==> config.mk <==
export PLATFORM = sky130hd
export DESIGN_NAME = mcsd_top
export DESIGN_NICKNAME = d
export VERILOG_FILES = /design/src/hdl/mcsd_pkg.sv /design/src/hdl/mcsd_top.sv
export VERILOG_INCLUDE_DIRS = /design/src /design/src/hdl
export SDC_FILE = /design/constraint.sdc
export NUM_CORES = 1
export LEC_CHECK = 0
export ABC_AREA = 1
export BUFFER_PORTS_ARGS = -buffer_cell sky130_fd_sc_hd__buf_2
export CAP_MARGIN = 20
export CELL_PAD_IN_SITES_DETAIL_PLACEMENT = 0
export CELL_PAD_IN_SITES_GLOBAL_PLACEMENT = 1
export CORE_ASPECT_RATIO = 0.75
export CORE_UTILIZATION = 40
export CTS_CLUSTER_DIAMETER = 150
export CTS_CLUSTER_SIZE = 40
export DETAILED_ROUTE_END_ITERATION = 8
export HOLD_SLACK_MARGIN = 0.05
export PLACE_DENSITY = 0.75
export SETUP_SLACK_MARGIN = 0.05
export SLEW_MARGIN = 15
export SYNTH_ARGS = -nofsm -noshare
export SYNTH_HDL_FRONTEND = slang
export SYNTH_SLANG_ARGS = --single-unit
==> constraint.sdc <==
create_clock -name clk_in -period 2.6 [get_ports clk_in]
set_input_delay 0.26 -clock clk_in [delete_from_list [all_inputs] [get_ports clk_in]]
set_output_delay 0.26 -clock clk_in [all_outputs]
set_load 0.02 [all_outputs]
==> src/hdl/mcsd_defines.svh <==
// Offsets, field positions, reset values and timing counts of the config store
`ifndef MCSD_DEFINES_SVH
`define MCSD_DEFINES_SVH

// ----------------------------------------------------------------
// Configuration bit addresses (field low bit, width)
// ----------------------------------------------------------------
`define MCSD_CFG_BITS 56
`define MCSD_ADDR_LOCK 6'h00
`define MCSD_ADDR_CLKRNG 6'h01
`define MCSD_ADDR_LEDLOW 6'h03
`define MCSD_ADDR_SENSOR 6'h05
`define MCSD_ADDR_FUNDAMENTAL_ONLY 6'h0A
`define MCSD_ADDR_NOLOAD 6'h0C
`define MCSD_ADDR_RATIO 6'h0E
`define MCSD_ADDR_BANDGAP_TEMP_TRIM 6'h12
`define MCSD_ADDR_PHASE 6'h14
`define MCSD_ADDR_VGAIN 6'h18
`define MCSD_ADDR_PGAIN 6'h20
`define MCSD_ADDR_SGAIN 6'h28
`define MCSD_ADDR_OSC 6'h30
`define MCSD_ADDR_NOM 6'h32
`define MCSD_ADDR_XGAIN 6'h34
`define MCSD_ADDR_TAMPER 6'h35
`define MCSD_ADDR_STYPE 6'h36

// ----------------------------------------------------------------
// Mode signal addresses and reset value
// ----------------------------------------------------------------
`define MCSD_ADDR_AUX 6'h38
`define MCSD_ADDR_PUMP 6'h39
`define MCSD_ADDR_RDSRC 6'h3D
`define MCSD_ADDR_FUSEWE 6'h3E
`define MCSD_MODE_RESET 1'h0
`define MCSD_CFG_RESET 56'h0

// ----------------------------------------------------------------
// Timing: clock rate and mono-flop pulse lengths
// ----------------------------------------------------------------
`define MCSD_CLK_MHZ 20
`define MCSD_PULSE_SHORT_US 31250
`define MCSD_PULSE_LONG_US 156250
`define MCSD_PULSE_SHORT_CYC (`MCSD_PULSE_SHORT_US * `MCSD_CLK_MHZ)
`define MCSD_PULSE_LONG_CYC (`MCSD_PULSE_LONG_US * `MCSD_CLK_MHZ)

`endif

==> src/hdl/mcsd_pkg.sv <==
// Types shared by the config store and stepper driver
package mcsd_pkg;

  // ----------------------------------------------------------------
  // Serial command receiver states
  // ----------------------------------------------------------------
  typedef enum logic [0:0] {
    MCSD_RX_IDLE = 1'b0,
    MCSD_RX_SHIFT = 1'b1
  } mcsd_rx_state_t;

endpackage

==> src/hdl/mcsd_top.sv <==
// Configuration-bit store, mode signals, LED divider and stepper driver
`timescale 1ns/1ps
`include "mcsd_defines.svh"

// Notes on behaviour
// - Motor pulse lasts 31.25 ms with stepper type 0, 156.25 ms with 1.
// - Stepper type 0: motor pulses are P/64, P/128, P/32, P/256.
// - Stepper type 1: motor pulses are P/640, P/1280, P/320, P/2560.
// - Divided pulses go alternately to coil A and coil B.
// - Negative power inverts both motor outputs.
// - No-load holds both motor outputs low.
// - LED carries P, or P divided by ratio code when low-rate set.
// - Every shadow latch clears on reset.
// - Source select high takes shadow latches, low takes antifuses.
// - Unprogrammed antifuses read zero.
// - Fused lock bit 0 ignores commands and drops shadow source.
// - Clock range bit at address 1 picks 4 MHz or 8 MHz range.
// - Sensor field at addresses 5..6 picks current sensor and gain.
// - Highest address of a field is its most significant bit.
// - Address 10 picks fundamental (1) or wide-band (0) energy.
// - No-load field 12..13 picks constant 800, 1600, 3200, 6400.
// - Four-bit phase trim, 0.0384 degree steps up to 0.576.
// - Eight-bit gain trims span -12.5 to +12.5 percent.
// - Oscillator trim: 0, +10, -10, 0 percent for codes 0..3.
// - Extra gain bit at 52 adds gain of 8 to current channels.
// - Tamper select at 53: 12.5 percent at 0, 6.25 at 1.
// - Four volatile mode signals, cleared at reset, serially written.
// - Command: data bit, 6-bit address, execute bit latches value.
// - Fuse write enable clear: shadow only; set: shadow and antifuse.
module mcsd_top #(
  parameter int unsigned SHORT_PULSE_CYC = `MCSD_PULSE_SHORT_CYC,
  parameter int unsigned LONG_PULSE_CYC = `MCSD_PULSE_LONG_CYC
) (
  input wire logic clk_in,
  input wire logic rst_b_in,
  input wire logic scs_b_in,
  input wire logic syn_b_in,
  input wire logic scl_in,
  input wire logic sda_in,
  input wire logic energy_pulse_in,
  input wire logic energy_neg_in,
  input wire logic noload_in,
  output logic led_out,
  output logic motor_out_pos_out,
  output logic motor_out_neg_out,
  output logic coil_drive_a_out,
  output logic coil_drive_b_out,
  output logic config_lock_out,
  output logic clock_range_select_out,
  output logic led_low_rate_out,
  output logic [1:0] sensor_type_select_out,
  output logic fundamental_only_out,
  output logic [1:0] noload_threshold_out,
  output logic [1:0] stepper_ratio_out,
  output logic [1:0] bandgap_temp_trim_out,
  output logic [3:0] phase_trim_out,
  output logic [7:0] voltage_gain_trim_out,
  output logic [7:0] primary_gain_trim_out,
  output logic [7:0] secondary_gain_trim_out,
  output logic [1:0] oscillator_trim_out,
  output logic [1:0] nominal_voltage_scale_out,
  output logic extra_gain_out,
  output logic tamper_threshold_select_out,
  output logic stepper_type_select_out,
  output logic pump_mode_out,
  output logic latch_src_sel_out,
  output logic fuse_write_en_out,
  output logic aux_mode_out
);

  // ----------------------------------------------------------------
  // Declarations
  // ----------------------------------------------------------------
  mcsd_pkg::mcsd_rx_state_t rx_state_r;
  mcsd_pkg::mcsd_rx_state_t rx_state_nxt;
  logic scl_d_r;
  logic scl_fall;
  logic link_act;
  logic [2:0] bit_cnt_r;
  logic [6:0] shift_r;
  logic cmd_exec;
  logic cmd_data;
  logic [5:0] cmd_addr;
  logic cmd_in_map;
  logic [`MCSD_CFG_BITS-1:0] shadow_r;
  logic [`MCSD_CFG_BITS-1:0] fuse_r;
  logic [`MCSD_CFG_BITS-1:0] cfg;
  logic pump_r;
  logic rdsrc_r;
  logic fusewe_r;
  logic aux_r;
  logic lock_r;
  logic [11:0] step_div;
  logic [7:0] led_div;
  logic [11:0] step_cnt_r;
  logic [7:0] led_cnt_r;
  logic step_fire;
  logic led_fire;
  logic [21:0] mono_len;
  logic [21:0] mono_cnt_r;
  logic [21:0] led_mono_r;
  logic phase_r;
  logic coil_a_nxt;
  logic coil_b_nxt;
  logic coil_a_r;
  logic coil_b_r;
  logic mpos_r;
  logic mneg_r;
  logic led_r;

  // ----------------------------------------------------------------
  // Serial command receiver
  // ----------------------------------------------------------------

  // Link is active only while both select and sync are held low
  assign link_act = ~scs_b_in & ~syn_b_in;
  // Leading edge of the idle-high serial clock samples the data line
  assign scl_fall = scl_d_r & ~scl_in;

  // Previous serial clock level for edge detection
  always_ff @(posedge clk_in) begin
    if (!rst_b_in) begin
      scl_d_r <= 1'h1;
    end else begin
      scl_d_r <= scl_in;
    end
  end

  // Receiver state choice; a fused lock keeps it idle until the next reset
  always_comb begin
    rx_state_nxt = rx_state_r;
    case (rx_state_r)
      mcsd_pkg::MCSD_RX_IDLE: begin
        if (link_act && !lock_r) begin
          rx_state_nxt = mcsd_pkg::MCSD_RX_SHIFT;
        end
      end
      mcsd_pkg::MCSD_RX_SHIFT: begin
        if (!link_act) begin
          rx_state_nxt = mcsd_pkg::MCSD_RX_IDLE;
        end
      end
      default: begin
        rx_state_nxt = mcsd_pkg::MCSD_RX_IDLE;
      end
    endcase
  end

  // State register
  always_ff @(posedge clk_in) begin
    if (!rst_b_in) begin
      rx_state_r <= mcsd_pkg::MCSD_RX_IDLE;
    end else begin
      rx_state_r <= rx_state_nxt;
    end
  end

  // Bit counter and shift register; a dropped link restarts framing
  always_ff @(posedge clk_in) begin
    if (!rst_b_in) begin
      bit_cnt_r <= 3'h0;
      shift_r <= 7'h00;
    end else if (rx_state_r != mcsd_pkg::MCSD_RX_SHIFT || !link_act) begin
      bit_cnt_r <= 3'h0;
    end else if (scl_fall) begin
      bit_cnt_r <= bit_cnt_r + 3'h1; // Wraps after the execute bit
      shift_r <= {shift_r[5:0], sda_in};
    end
  end

  // The eighth clock latches; its own data bit is ignored
  assign cmd_exec = (rx_state_r == mcsd_pkg::MCSD_RX_SHIFT) && link_act &&
                    scl_fall && (bit_cnt_r == 3'h7);
  assign cmd_data = shift_r[6];
  assign cmd_addr = shift_r[5:0];
  // Reserved and unassigned slots store harmlessly, nothing reads them
  assign cmd_in_map = ({2'h0, cmd_addr} < 8'(`MCSD_CFG_BITS));

  // ----------------------------------------------------------------
  // Shadow latches and antifuse array
  // ----------------------------------------------------------------

  // Shadow latches are volatile and clear on every reset
  always_ff @(posedge clk_in) begin
    if (!rst_b_in) begin
      shadow_r <= `MCSD_CFG_RESET;
    end else if (cmd_exec && cmd_in_map) begin
      shadow_r[cmd_addr] <= cmd_data;
    end
  end

  // Antifuses start blank, clear on every reset, and writes can only blow them to one
  always_ff @(posedge clk_in) begin
    if (!rst_b_in) begin
      fuse_r <= `MCSD_CFG_RESET;
    end else if (cmd_exec && cmd_in_map && fusewe_r && cmd_data) begin
      fuse_r[cmd_addr] <= 1'h1;
    end
  end

  // Lock takes hold only when the select pin goes idle, so a fuse
  // sequence running inside one select period is not cut short
  always_ff @(posedge clk_in) begin
    if (!rst_b_in) begin
      lock_r <= 1'h0;
    end else if (scs_b_in && fuse_r[`MCSD_ADDR_LOCK]) begin
      lock_r <= 1'h1;
    end
  end

  // Source select; once locked the shadows no longer count
  assign cfg = (rdsrc_r && !lock_r) ? shadow_r : fuse_r;

  // ----------------------------------------------------------------
  // Mode signals
  // ----------------------------------------------------------------

  // Four volatile mode bits written by the same command format
  always_ff @(posedge clk_in) begin
    if (!rst_b_in) begin
      pump_r <= `MCSD_MODE_RESET;
      rdsrc_r <= `MCSD_MODE_RESET;
      fusewe_r <= `MCSD_MODE_RESET;
      aux_r <= `MCSD_MODE_RESET;
    end else if (cmd_exec) begin
      if (cmd_addr == `MCSD_ADDR_PUMP) begin
        pump_r <= cmd_data;
      end
      if (cmd_addr == `MCSD_ADDR_RDSRC) begin
        rdsrc_r <= cmd_data;
      end
      if (cmd_addr == `MCSD_ADDR_FUSEWE) begin
        fusewe_r <= cmd_data;
      end
      if (cmd_addr == `MCSD_ADDR_AUX) begin
        aux_r <= cmd_data;
      end
    end
  end

  // ----------------------------------------------------------------
  // Configuration field outputs, msb at the highest address
  // ----------------------------------------------------------------
  assign config_lock_out = lock_r;
  assign clock_range_select_out = cfg[`MCSD_ADDR_CLKRNG];
  assign led_low_rate_out = cfg[`MCSD_ADDR_LEDLOW];
  assign sensor_type_select_out = cfg[6:5];
  assign fundamental_only_out = cfg[`MCSD_ADDR_FUNDAMENTAL_ONLY];
  assign noload_threshold_out = cfg[13:12];
  assign stepper_ratio_out = cfg[15:14];
  assign bandgap_temp_trim_out = cfg[19:18];
  assign phase_trim_out = cfg[23:20];
  assign voltage_gain_trim_out = cfg[31:24];
  assign primary_gain_trim_out = cfg[39:32];
  assign secondary_gain_trim_out = cfg[47:40];
  assign oscillator_trim_out = cfg[49:48];
  assign nominal_voltage_scale_out = cfg[51:50];
  assign extra_gain_out = cfg[`MCSD_ADDR_XGAIN];
  assign tamper_threshold_select_out = cfg[`MCSD_ADDR_TAMPER];
  assign stepper_type_select_out = cfg[`MCSD_ADDR_STYPE];
  assign pump_mode_out = pump_r;
  assign latch_src_sel_out = rdsrc_r;
  assign fuse_write_en_out = fusewe_r;
  assign aux_mode_out = aux_r;

  // ----------------------------------------------------------------
  // Divider ratios and pulse length
  // ----------------------------------------------------------------

  // Ratio codes map 0..3 to 64, 128, 32, 256; long type is ten-fold
  always_comb begin
    led_div = 8'h40;
    case (stepper_ratio_out)
      2'h0: led_div = 8'h40;
      2'h1: led_div = 8'h80;
      2'h2: led_div = 8'h20;
      2'h3: led_div = 8'h00; // 256 wraps to zero in eight bits
      default: led_div = 8'h40;
    endcase
  end

  // Stepper division from type and ratio code
  always_comb begin
    step_div = 12'h040;
    case ({stepper_type_select_out, stepper_ratio_out})
      3'h0: step_div = 12'h040;
      3'h1: step_div = 12'h080;
      3'h2: step_div = 12'h020;
      3'h3: step_div = 12'h100;
      3'h4: step_div = 12'h280;
      3'h5: step_div = 12'h500;
      3'h6: step_div = 12'h140;
      3'h7: step_div = 12'hA00;
      default: step_div = 12'h040;
    endcase
  end

  // Mono-flop length follows the stepper type
  assign mono_len = stepper_type_select_out ? 22'(LONG_PULSE_CYC) :
                    22'(SHORT_PULSE_CYC);

  // ----------------------------------------------------------------
  // Stepper divider, mono-flop and phase decoder
  // ----------------------------------------------------------------

  // Count energy pulses; fire once every step_div of them
  assign step_fire = energy_pulse_in && (step_cnt_r == step_div - 12'h001);

  always_ff @(posedge clk_in) begin
    if (!rst_b_in) begin
      step_cnt_r <= 12'h000;
    end else if (energy_pulse_in) begin
      step_cnt_r <= step_fire ? 12'h000 : step_cnt_r + 12'h001;
    end
  end

  // Mono-flop bounds each drive pulse; a new step restarts it
  always_ff @(posedge clk_in) begin
    if (!rst_b_in) begin
      mono_cnt_r <= 22'h000000;
    end else if (step_fire) begin
      mono_cnt_r <= mono_len;
    end else if (mono_cnt_r != 22'h000000) begin
      mono_cnt_r <= mono_cnt_r - 22'h000001;
    end
  end

  // Decoder toggles the coil on every divided pulse
  always_ff @(posedge clk_in) begin
    if (!rst_b_in) begin
      phase_r <= 1'h1;
    end else if (step_fire) begin
      phase_r <= ~phase_r;
    end
  end

  assign coil_a_nxt = (mono_cnt_r != 22'h000000) && !phase_r;
  assign coil_b_nxt = (mono_cnt_r != 22'h000000) && phase_r;

  // Motor pins: no-load beats the sign inversion
  always_ff @(posedge clk_in) begin
    if (!rst_b_in) begin
      coil_a_r <= 1'h0;
      coil_b_r <= 1'h0;
      mpos_r <= 1'h0;
      mneg_r <= 1'h0;
    end else begin
      coil_a_r <= coil_a_nxt;
      coil_b_r <= coil_b_nxt;
      if (noload_in) begin
        mpos_r <= 1'h0;
        mneg_r <= 1'h0;
      end else begin
        mpos_r <= coil_a_nxt ^ energy_neg_in;
        mneg_r <= coil_b_nxt ^ energy_neg_in;
      end
    end
  end

  assign coil_drive_a_out = coil_a_r;
  assign coil_drive_b_out = coil_b_r;
  assign motor_out_pos_out = mpos_r;
  assign motor_out_neg_out = mneg_r;

  // ----------------------------------------------------------------
  // LED output
  // ----------------------------------------------------------------

  // An 8-bit counter divides by 256 because zero minus one is 8'hFF
  assign led_fire = energy_pulse_in && (led_cnt_r == led_div - 8'h01);

  always_ff @(posedge clk_in) begin
    if (!rst_b_in) begin
      led_cnt_r <= 8'h00;
    end else if (energy_pulse_in) begin
      led_cnt_r <= led_fire ? 8'h00 : led_cnt_r + 8'h01;
    end
  end

  // Low-rate LED pulses have the short fixed width
  always_ff @(posedge clk_in) begin
    if (!rst_b_in) begin
      led_mono_r <= 22'h000000;
    end else if (led_fire) begin
      led_mono_r <= 22'(SHORT_PULSE_CYC);
    end else if (led_mono_r != 22'h000000) begin
      led_mono_r <= led_mono_r - 22'h000001;
    end
  end

  // Full rate mirrors the energy pulse, low rate uses the divider
  always_ff @(posedge clk_in) begin
    if (!rst_b_in) begin
      led_r <= 1'h0;
    end else if (led_low_rate_out) begin
      led_r <= (led_mono_r != 22'h000000);
    end else begin
      led_r <= energy_pulse_in;
    end
  end

  assign led_out = led_r;

endmodule

Yosys cells after proc, flatten, opt, wreduce, memory -nomap -nowiden
Memory sizes are Yosys's and may differ from the RTL's.
Cells that the tools add are included.
{"block": "op_classes", "n_lt_le_gt_ge": 3, "bitwise_logic": 12, "multipliers": 0, "shift": 0, "div": 0, "n_addsub": 7, "reduce_logical": 31, "n_eq_ne": 10, "n_mux": 16}
{"op": "$mux 22", "count": 3}
{"op": "$bwmux 56", "count": 1}
{"op": "$or 56x56->56", "count": 1}
{"op": "$mux 55", "count": 1}
{"op": "$reduce_bool 22->1", "count": 2}
{"op": "$sub 22x1->22 const B", "count": 2}
{"op": "$mux 20", "count": 2}
{"op": "$pmux 8 s4", "count": 1}
{"op": "$eq 6x6->1 const B", "count": 4}
{"op": "$logic_and 1x1->1", "count": 14}
{"op": "$add 12x1->12 const B", "count": 1}
{"op": "$eq 12x12->1", "count": 1}
{"op": "$mux 12", "count": 1}
{"op": "$sub 12x1->12 const B", "count": 1}
{"op": "$reduce_and 2->1", "count": 5}
{"op": "$add 8x1->8 const B", "count": 1}
{"op": "$eq 8x8->1", "count": 1}
{"op": "$mux 8", "count": 1}
{"op": "$sub 8x1->8 const B", "count": 1}
{"op": "$lt 6x7->1 const B", "count": 1}
{"op": "$not 1->1", "count": 7}
{"op": "$demux 1 s6", "count": 1}
{"op": "$ge 6x1->1 const B", "count": 1}
{"op": "$lt 6x6->1 const B", "count": 1}
{"op": "13 further kinds", "count": 24}
{"block": "totals", "register_bits": 199, "romBits": 56, "ram_bits": 0, "n_memories": 1, "elab_cells": 102, "output_inout_bits": 56, "latch_bits": 0, "in_bits": 9}
{"name": "(no name shown)", "words": 8, "word_bits": 7, "rd": 1, "rd_ports_with_merged_regs": 0, "wr": 0, "line": "mcsd_top.sv:285", "source": "case ({stepper_type_select_out, stepper_ratio_out})"}

Depth between registers and ports, before layout
Gate-level depths: netlist (run 1).
{"block": "logic_depth", "word_depth": 9, "depth_mapped": 20, "ltp_nobuf": 19}

Worst setup path before layout (run 1)
OpenSTA, ideal clock, no wires.
{"block": "synth_path", "path_kind": "reg2reg", "startpoint": "register rdsrc_r (netlist: latch_src_sel_out)", "endpoint": "register step_cnt_r[0]", "path_buffers": 2, "path_stages_with_launch": 19, "path_slack_ns": -0.457, "setup_ns": 0.112, "t_required_ns": 2.488, "arrival_time_ns": 2.945, "synth_period_minus_slack_ns": 3.057, "path_cell_list": "dfxtp_1 -> nand2_2 -> buf_6 -> o21ai_2 -> inv_1 -> ha_1 -> mux2i_1 -> ha_1 -> xor2_1 -> inv_1 -> nand2_1 -> inv_1 -> nor2_1 -> nand2_1 -> nor2_4 -> nand2_8 -> buf_12 -> a21oi_4 -> nor2_1"}
{"block": "synth_between", "elab_chain_cells": 7}
{"element": "start: declaration", "line": "mcsd_top.sv:89", "source": "logic rdsrc_r;"}
{"element": "start signal: assignment", "line": "mcsd_top.sv:222", "source": "rdsrc_r <= `MCSD_MODE_RESET;"}
{"element": "start signal: assignment", "line": "mcsd_top.sv:230", "source": "rdsrc_r <= cmd_data;"}
{"element": "$logic_and 1x1->1", "line": "mcsd_top.sv:212", "source": "assign cfg = (rdsrc_r && !lock_r) ? shadow_r : fuse_r;"}
{"element": "$mux 55", "line": "mcsd_top.sv:212"}
{"element": "via stepper_ratio_out[0]", "line": "mcsd_top.sv:54", "source": "output logic [1:0] stepper_ratio_out,"}
{"element": "$mem_v2 8x7"}
{"element": "$sub 12x1->12", "line": "mcsd_top.sv:307", "source": "assign step_fire = energy_pulse_in && (step_cnt_r == step_div - 12'h001);"}
{"element": "$eq 12x12->1", "line": "mcsd_top.sv:307"}
{"element": "$logic_and 1x1->1", "line": "mcsd_top.sv:307"}
{"element": "$mux 12", "line": "mcsd_top.sv:313", "source": "step_cnt_r <= step_fire ? 12'h000 : step_cnt_r + 12'h001;"}
{"element": "end signal: assignment", "line": "mcsd_top.sv:313"}
{"element": "end: declaration", "line": "mcsd_top.sv:95", "source": "logic [11:0] step_cnt_r;"}
The timed path passes the listed nets, and every way through them passes these cells.
A chain may end at the register's enable or synchronous reset.

Worst setup path after layout (run 1)
{"block": "layout_path", "startpoint": "register lock_r (netlist: config_lock_out)", "endpoint": "register mono_cnt_r[10]"}
{"block": "layout_between", "elab_chain_cells": 8, "elab_cells_between_ends": 10, "cone_classes": "add/sub (1); eq/ne (1); mux (3); reduce/logical (4); memory (1)"}
{"element": "start: declaration", "line": "mcsd_top.sv:92", "source": "logic lock_r;"}
{"element": "start signal: assignment", "line": "mcsd_top.sv:205", "source": "lock_r <= 1'h0;"}
{"element": "start signal: assignment", "line": "mcsd_top.sv:207", "source": "lock_r <= 1'h1;"}
{"element": "$logic_not 1->1 (*)", "line": "mcsd_top.sv:212"}
{"element": "$logic_and 1x1->1 (*)", "line": "mcsd_top.sv:212"}
{"element": "$mux 55 (*)", "line": "mcsd_top.sv:212"}
{"element": "$mem_v2 8x7"}
{"element": "$sub 12x1->12", "line": "mcsd_top.sv:307"}
{"element": "$eq 12x12->1", "line": "mcsd_top.sv:307"}
{"element": "$logic_and 1x1->1", "line": "mcsd_top.sv:307"}
{"element": "$mux 22 or $reduce_bool 2->1 (tied branches)"}
{"element": "end signal: assignment", "line": "mcsd_top.sv:322", "source": "mono_cnt_r <= mono_len;"}
{"element": "end signal: assignment", "line": "mcsd_top.sv:324", "source": "mono_cnt_r <= mono_cnt_r - 22'h000001;"}
{"element": "end: declaration", "line": "mcsd_top.sv:100", "source": "logic [21:0] mono_cnt_r;"}
Mark *: on every way between the ends. The rest lies on a longest branch, timed or not.

==> results of run 1 <==
[through the flow]
step           instance area, sq um  worst slack (ns)
3_5_place_dp                   9529          -0.04003
6_report                      10340          -0.01230
5_1_grt                       10340           -0.2089
2_1_floorplan                  8750           -0.1860
3_3_place_gp                   9529          -0.03752
4_1_cts                       10240           0.01179
[worst paths after layout]
| kind | slack (ns) | start | end | cells past startpoint |
|---|---|---|---|---|
| max reg2reg | -0.01 | config_lock_out | mono_cnt_r[10] | 18 |
| min | 0.1 | scs_b_in | config_lock_out | 3 |
| max | -0.01 | config_lock_out | mono_cnt_r[10] | 18 |
| min reg2reg | 0.45 | fuse_r[0] | config_lock_out | 2 |
[state kept, by name, indices dropped and copies added, names as in the netlist, 3 cells and up]
signal / count
shadow_r: 46
fuse_r: 47
led_cnt_r: 8
mono_cnt_r: 22
led_mono_r: 22
shift_r: 7
bit_cnt_r: 3
step_cnt_r: 12
[layout by cell type (no fill, tap or decap), types with 18 or more instances in the layout]
cell / n
a21oi_1: 173
xor2_1: 25
a311oi_1: 30
buf_4: 36
buf_2: 64
nor2_1: 181
clkbuf_16: 18
inv_1: 129
nand2_1: 147
nor3_1: 33
nand4_1: 20
o21ai_0: 30
dfxtp_1: 178
nand3_1: 51
[area by class of cell]
class                      count  area (sq um)  area share
clock inverter                11         151.4     0.01465
timing repair buffer         111         739.5     0.07154
multi-input combinational    816          4481      0.4335
sequential                   180          3611      0.3494
tap                          288         360.3     0.03486
clock buffer                  19         464.2     0.04491
inverter                     139         529.3     0.05120
[layer usage]
metal / vias up / share of wire / GRT usage
met3: 10 / 0.037 / 0.04398
met1: 3516 / 0.55 / 0.3034
met5: - / 0 / 0
li1: 4084 / - / -
met4: 0 / 0.0076 / 0.04841
met2: 129 / 0.41 / 0.2818
[power groups by stage]
stage / clock network (mW) / logic [mW] / registers (mW)
global placement: 0 / 2.07 / 3.29
CTS: 2.76 / 2.12 / 3.23
floorplan: 0 / 1.66 / 3.24
detailed placement: 0 / 2.08 / 3.29
finish: 2.68 / 2.15 / 3.23
global route: 2.87 / 2.46 / 3.27
[kinds of logic after synthesis]
group,share of synthesized area
and+or+nand+nor,0.2643
AOI/OAI and AO/OA,0.1743
buffers and inverters,0.08968
DFF,0.4139
xor gates and xnor gates,0.03823
adders and majority gates,0.01725
muxes,0.002300
[timing repair]
item | CTS | global route
hold buffers | 1 | 0
hold endpoints to repair | 1 | 0
gates resized for setup | 11 | 19
pin swaps | 6 | 7
setup endpoints to repair | 32 | 33
buffers inserted | 3 | 1
[tightest hold or removal path, cell delays in order]
cell and delay [ns]:
buf_2 0.12, nand2_1 0.06, a21oi_1 0.05
[cells in the mapped netlist (5+ instances only)]
master,n
buf_2,10
nor2_2,11
inv_2,8
ha_1,12
nor2_1,182
nand3_1,57
a31oi_1,5
xor2_1,25
a21oi_2,5
a21oi_1,175
nand3_2,8
clkbuf_1,28
nand2_1,150
inv_1,130
a311oi_1,30
nand2_2,9
o21a_1,5
nor4_1,6
xnor2_1,13
nor3_1,33
dfxtp_1,180
nand4_1,20
o21ai_0,30
buf_1,7
==> metrics.txt, run 1 <==
Worst Tran Pin Value 0.6011 ns; # placed instances 1529; Worst IR Drop VDD roughly 0.55 mV; pwr dens between 700 and 800 mW/mm^2; DR WL/cell 13.83 um; vias in the first global route 6953; initial core utilization 0.4099; WHS 0.09572 ns; clk buf depth 2; Port Buffers 64; Worst path most repeated cell nand2_1; Crit Path Class register to register; part of the power in combinational logic 0.266; Top FF cell, synth dfxtp_1; Antenna diodes 0; setup_tns -0.03751 ns; worst skew pair latency about 0.44 ns; grt total ovfl 0; Post-Syn Nets 1207; Post-DP HPWL 15060 um; failing checks negative setup slack; Nets 1286; Residual DRC 0; Root Driver clkbuf_16; # fillers between 2000 and 2500; CTS Sinks 180; Hold Crit Class primary input to register; CP Launch Type register; crit-path cells inv_6 > nand2_8 > o21ai_4 > inv_2 > ha_4 > mux2i_4 > ha_4 > xor2_1 > nand2_1 > a21oi_2 > nand2_1 > nor2_1 > nand2_1 > nor2_4 > nand2_8 > buf_12 > nand3_2 > a21oi_1; Final Util 0.4867; Pwr Total 8.063 mW; CP endpoint kind register; drt total wl 21640 um; first-pass GRT wire length 35030 um; Rows 46; GPL Wtd Cong 0.8378; sequential fraction of the synthesis area 0.4139; H-tree depth 4; run status finished with violations; CTS clk-pin slew, worst paths ~0.06 ns; leading area contributor after synthesis dfxtp_1; top achievable clock speed 0.3828 GHz; Async S/R FF share, synth 0; post-layout minimum cycle time approximately 2.6 ns; clk_skew 0.01021 ns; RSZ-0062 raised after global routing true; CTS tree built; 1st-pass router iterations 6; Global Route Usage Sum 0.1996; Yosys cell types 46; P_int 5.440 mW; Mean Syn Cell Area about 7.3 sq um; initial DRC count about 560; Max-cap violations 0; io pins 65; #FFs+latches synth 180; crit path buf inv count 3; slowest CP cell dfxtp_4; number of synthesized flops with an enable pin 0; switching part of the total 0.3253; Reg power frac 0.401; largest net degree at the start of global routing 76; Mapped Area 0.008706 sq mm; CP top delay family simple AND/OR/NAND/NOR gates; post-synthesis cell count 1186; final hold viol count 0; remaining antenna violation count 0; Cell Count, Final, Fillers Out 1564; synth-to-layout area growth 18.73%; vias per cell 4.948; layout cell share with drive strength beyond 1 0.1740; initial antenna violation count 0; total number of vias 7739; synth top area cells dfxtp_1, a21oi_1, nor2_1, nand2_1, inv_1; clock share of power 0.333; leakage power ~4.2 nW; Critical Path AT 2.90 ns; die height about 130 um; Synth top area share 0.4139; crit-path max FO 8; Core Region 0.02124 sq mm; DIE AREA ~0.022 sq mm; setup ws final -0.01230 ns; Die W 172.4 um; setup violators final 4; CTS Buf Count 17; Relative slew margins 0.5992; ratio of final minimum period to clock period 1.005; Net Switching 2.623 mW; max incr delay on CP approximately 0.36 ns; Slew Viols, Final 0; synth warn 0; Required @ worst endpoint 2.89 ns
Note: power is estimated with default switching activity, not from simulation.
==> run 2: changes to the inputs <==
Settings changed: SKIP_CTS_REPAIR_TIMING from default to 1, SLEW_MARGIN 15 to 20.
==> metrics.txt, run 2 (synthesis results as in run 1) <==
max reg flops 47 (unchanged); Slew Viols, Final 0 (unchanged); max incr delay on CP 0.36 ns (about the same); synth-to-layout area growth 18.55% (was 18.73%); Regs by FF count fuse_r: 47 flops, shadow_r: 46 flops (unchanged); leakage power 4.219 nW (was 4.220 nW); Antenna diodes 0 (unchanged); largest net degree at the start of global routing 76 (unchanged); Worst IR Drop VDD 0.5429 mV (was 0.5546 mV); stages on the worst setup path 18 (unchanged); RSZ-0062 raised after global routing true (unchanged); ratio of final minimum period to clock period 0.9877 (was 1.005); Nets 1286 (unchanged); Critical Path AT 2.89 ns (was 2.90 ns); Worst path most repeated cell nand2_1 (unchanged); CP top delay family simple AND/OR/NAND/NOR gates (unchanged); slowest CP cell dfxtp_4 (unchanged); Reg with most FFs fuse_r (unchanged); crit-path max FO 9 (was 8); DR WL/cell 13.89 um (was 13.83 um); CP Launch Type register (unchanged); drt total wl 21720 um (was 21640 um); Hold Crit Class primary input to register (unchanged); start point of the critical path config_lock_out (unchanged); final hold viol count 0 (unchanged); CTS Buf Count 17 (unchanged); crit-path cells inv_6 > nand2_8 > o21ai_4 > inv_2 > ha_4 > mux2i_4 > ha_4 > xor2_1 > nand2_1 > a21oi_2 > nand2_1 > nor2_1 > nand2_1 > nor2_4 > nand2_8 > buf_4 > a21oi_4 > nor2_1 (was inv_6 > nand2_8 > o21ai_4 > inv_2 > ha_4 > mux2i_4 > ha_4 > xor2_1 > nand2_1 > a21oi_2 > nand2_1 > nor2_1 > nand2_1 > nor2_4 > nand2_8 > buf_12 > nand3_2 > a21oi_1); Post-DP HPWL 15060 um (unchanged); Residual DRC 0 (unchanged); Crit Path Class register to register (unchanged); CTS Sinks 180 (unchanged); post-layout minimum cycle time 2.568 ns (was 2.612 ns); crit path buf inv count 3 (unchanged); R2R Setup Slk 0.03 ns (was -0.01 ns); remaining antenna violation count 0 (unchanged); H-tree depth 4 (unchanged); GPL Wtd Cong 0.8378 (unchanged); die height 129.8 um (unchanged); DIE AREA 0.02237 sq mm (unchanged); vias in the first global route 6881 (was 6953); Worst Tran Pin Value 0.6084 ns (was 0.6011 ns); post-place setup slack -0.04003 ns (unchanged); Rows 46 (unchanged); r2r endpoint step_cnt_r[0] (was mono_cnt_r[10]); most frequent cells in the layout nor2_1, dfxtp_1, a21oi_1 (unchanged); Core Region 0.02124 sq mm (unchanged); reg2reg path depth 18 (unchanged); clk buf depth 2 (unchanged); Max-cap violations 0 (unchanged); initial core utilization 0.4099 (unchanged); top achievable clock speed 0.3894 GHz (was 0.3828 GHz); CP endpoint kind register (unchanged); 1st-pass router iterations 5 (was 6); layout cell share with drive strength beyond 1 0.1708 (was 0.1740); clk_skew 0.01116 ns (was 0.01021 ns); Worst Setup EP step_cnt_r[0] (was mono_cnt_r[10]); Required @ worst endpoint 2.93 ns (was 2.89 ns); Global Route Usage Sum 0.1985 (was 0.1996); Relative slew margins 0.5944 (was 0.5992); vias per cell 4.974 (was 4.948); initial DRC count 585 (was 562); CTS clk-pin slew, worst paths 0.06 ns (about the same); setup violators final 0 (was 4); io pins 65 (unchanged); first-pass GRT wire length 34820 um (was 35030 um); pwr dens 779.2 mW/mm^2 (was 780.0 mW/mm^2); grt total ovfl 0 (unchanged); Reg2Reg Launch Point config_lock_out (unchanged); Final Util 0.4860 (was 0.4867); total number of vias 7779 (was 7739); Port Buffers 64 (unchanged); run status finished, final reports clean (was finished with violations); Root Driver clkbuf_16 (unchanged); Die W 172.4 um (unchanged); most common cell after layout, fill and taps aside nor2_1 (unchanged); initial antenna violation count 0 (unchanged); worst skew pair latency 0.44 ns (about the same); CTS tree built (unchanged); setup ws final 0.03192 ns (was -0.01230 ns)
## run 2: worst reg2reg max path: stages, from the launching register on
cell	delay, ns
dfxtp_4	0.36
inv_6	0.08
nand2_8	0.07
o21ai_4	0.14
inv_2	0.08
ha_4	0.18
mux2i_4	0.16
ha_4	0.22
xor2_1	0.12
nand2_1	0.09
a21oi_2	0.11
nand2_1	0.06
nor2_1	0.10
nand2_1	0.09
nor2_4	0.16
nand2_8	0.12
buf_4	0.18
a21oi_4	0.10
nor2_1	0.04
## run 2: area by class of cell
type                    instances  area (sq um)
multi-input cells             817          4483
clock buffers                  19         464.2
flip-flops and latches        180          3611
repair buffers                110         721.9
inverters                     139         529.3
fillers                      2137         10920
clock inverters                11         151.4
well taps                     288         360.3
## run 2: per-stage QoR
step,hold WS (ns),setup TNS [ns],power (mW),std cells,instance area [sq um]
detailed placement,0.4374,-0.2888,5.362,1529,9529
finish,0.09522,0,8.042,1564,10320
global placement,0.4353,-0.1933,5.365,1529,9529
CTS,-0.0003585,-0.8081,8.077,1559,10140
global route,0.09682,-3.149,8.568,1564,10320
floorplan,0.3424,-3.961,4.904,1186,8750
## run 2: worst min-delay path by stage
stage          cells past startpoint               to      start
2_1_floorplan                      2          scl_d_r     scl_in
3_3_place_gp                       2  config_lock_out  fuse_r[0]
3_5_place_dp                       2  config_lock_out  fuse_r[0]
4_1_cts                            3          scl_d_r     scl_in
5_1_grt                            3  config_lock_out   scs_b_in
6_report                           3  config_lock_out   scs_b_in
## run 2: metal layers
layer,vias to the layer above,routed length (um),global-route usage
met5,-,0,0
met4,0,193,0.04841
met3,13,934,0.04398
met2,143,8829,0.2785
met1,3541,11770,0.3028
li1,4082,-,-
## run 2: where the power goes
part           total [mW]  switching, mW  leakage [nW]  internal, mW
clock                2.69           1.10         0.297          1.59
sequential           3.23          0.221          1.46          3.01
combinational        2.12           1.30          2.46         0.827
total                8.04           2.62          4.22          5.42
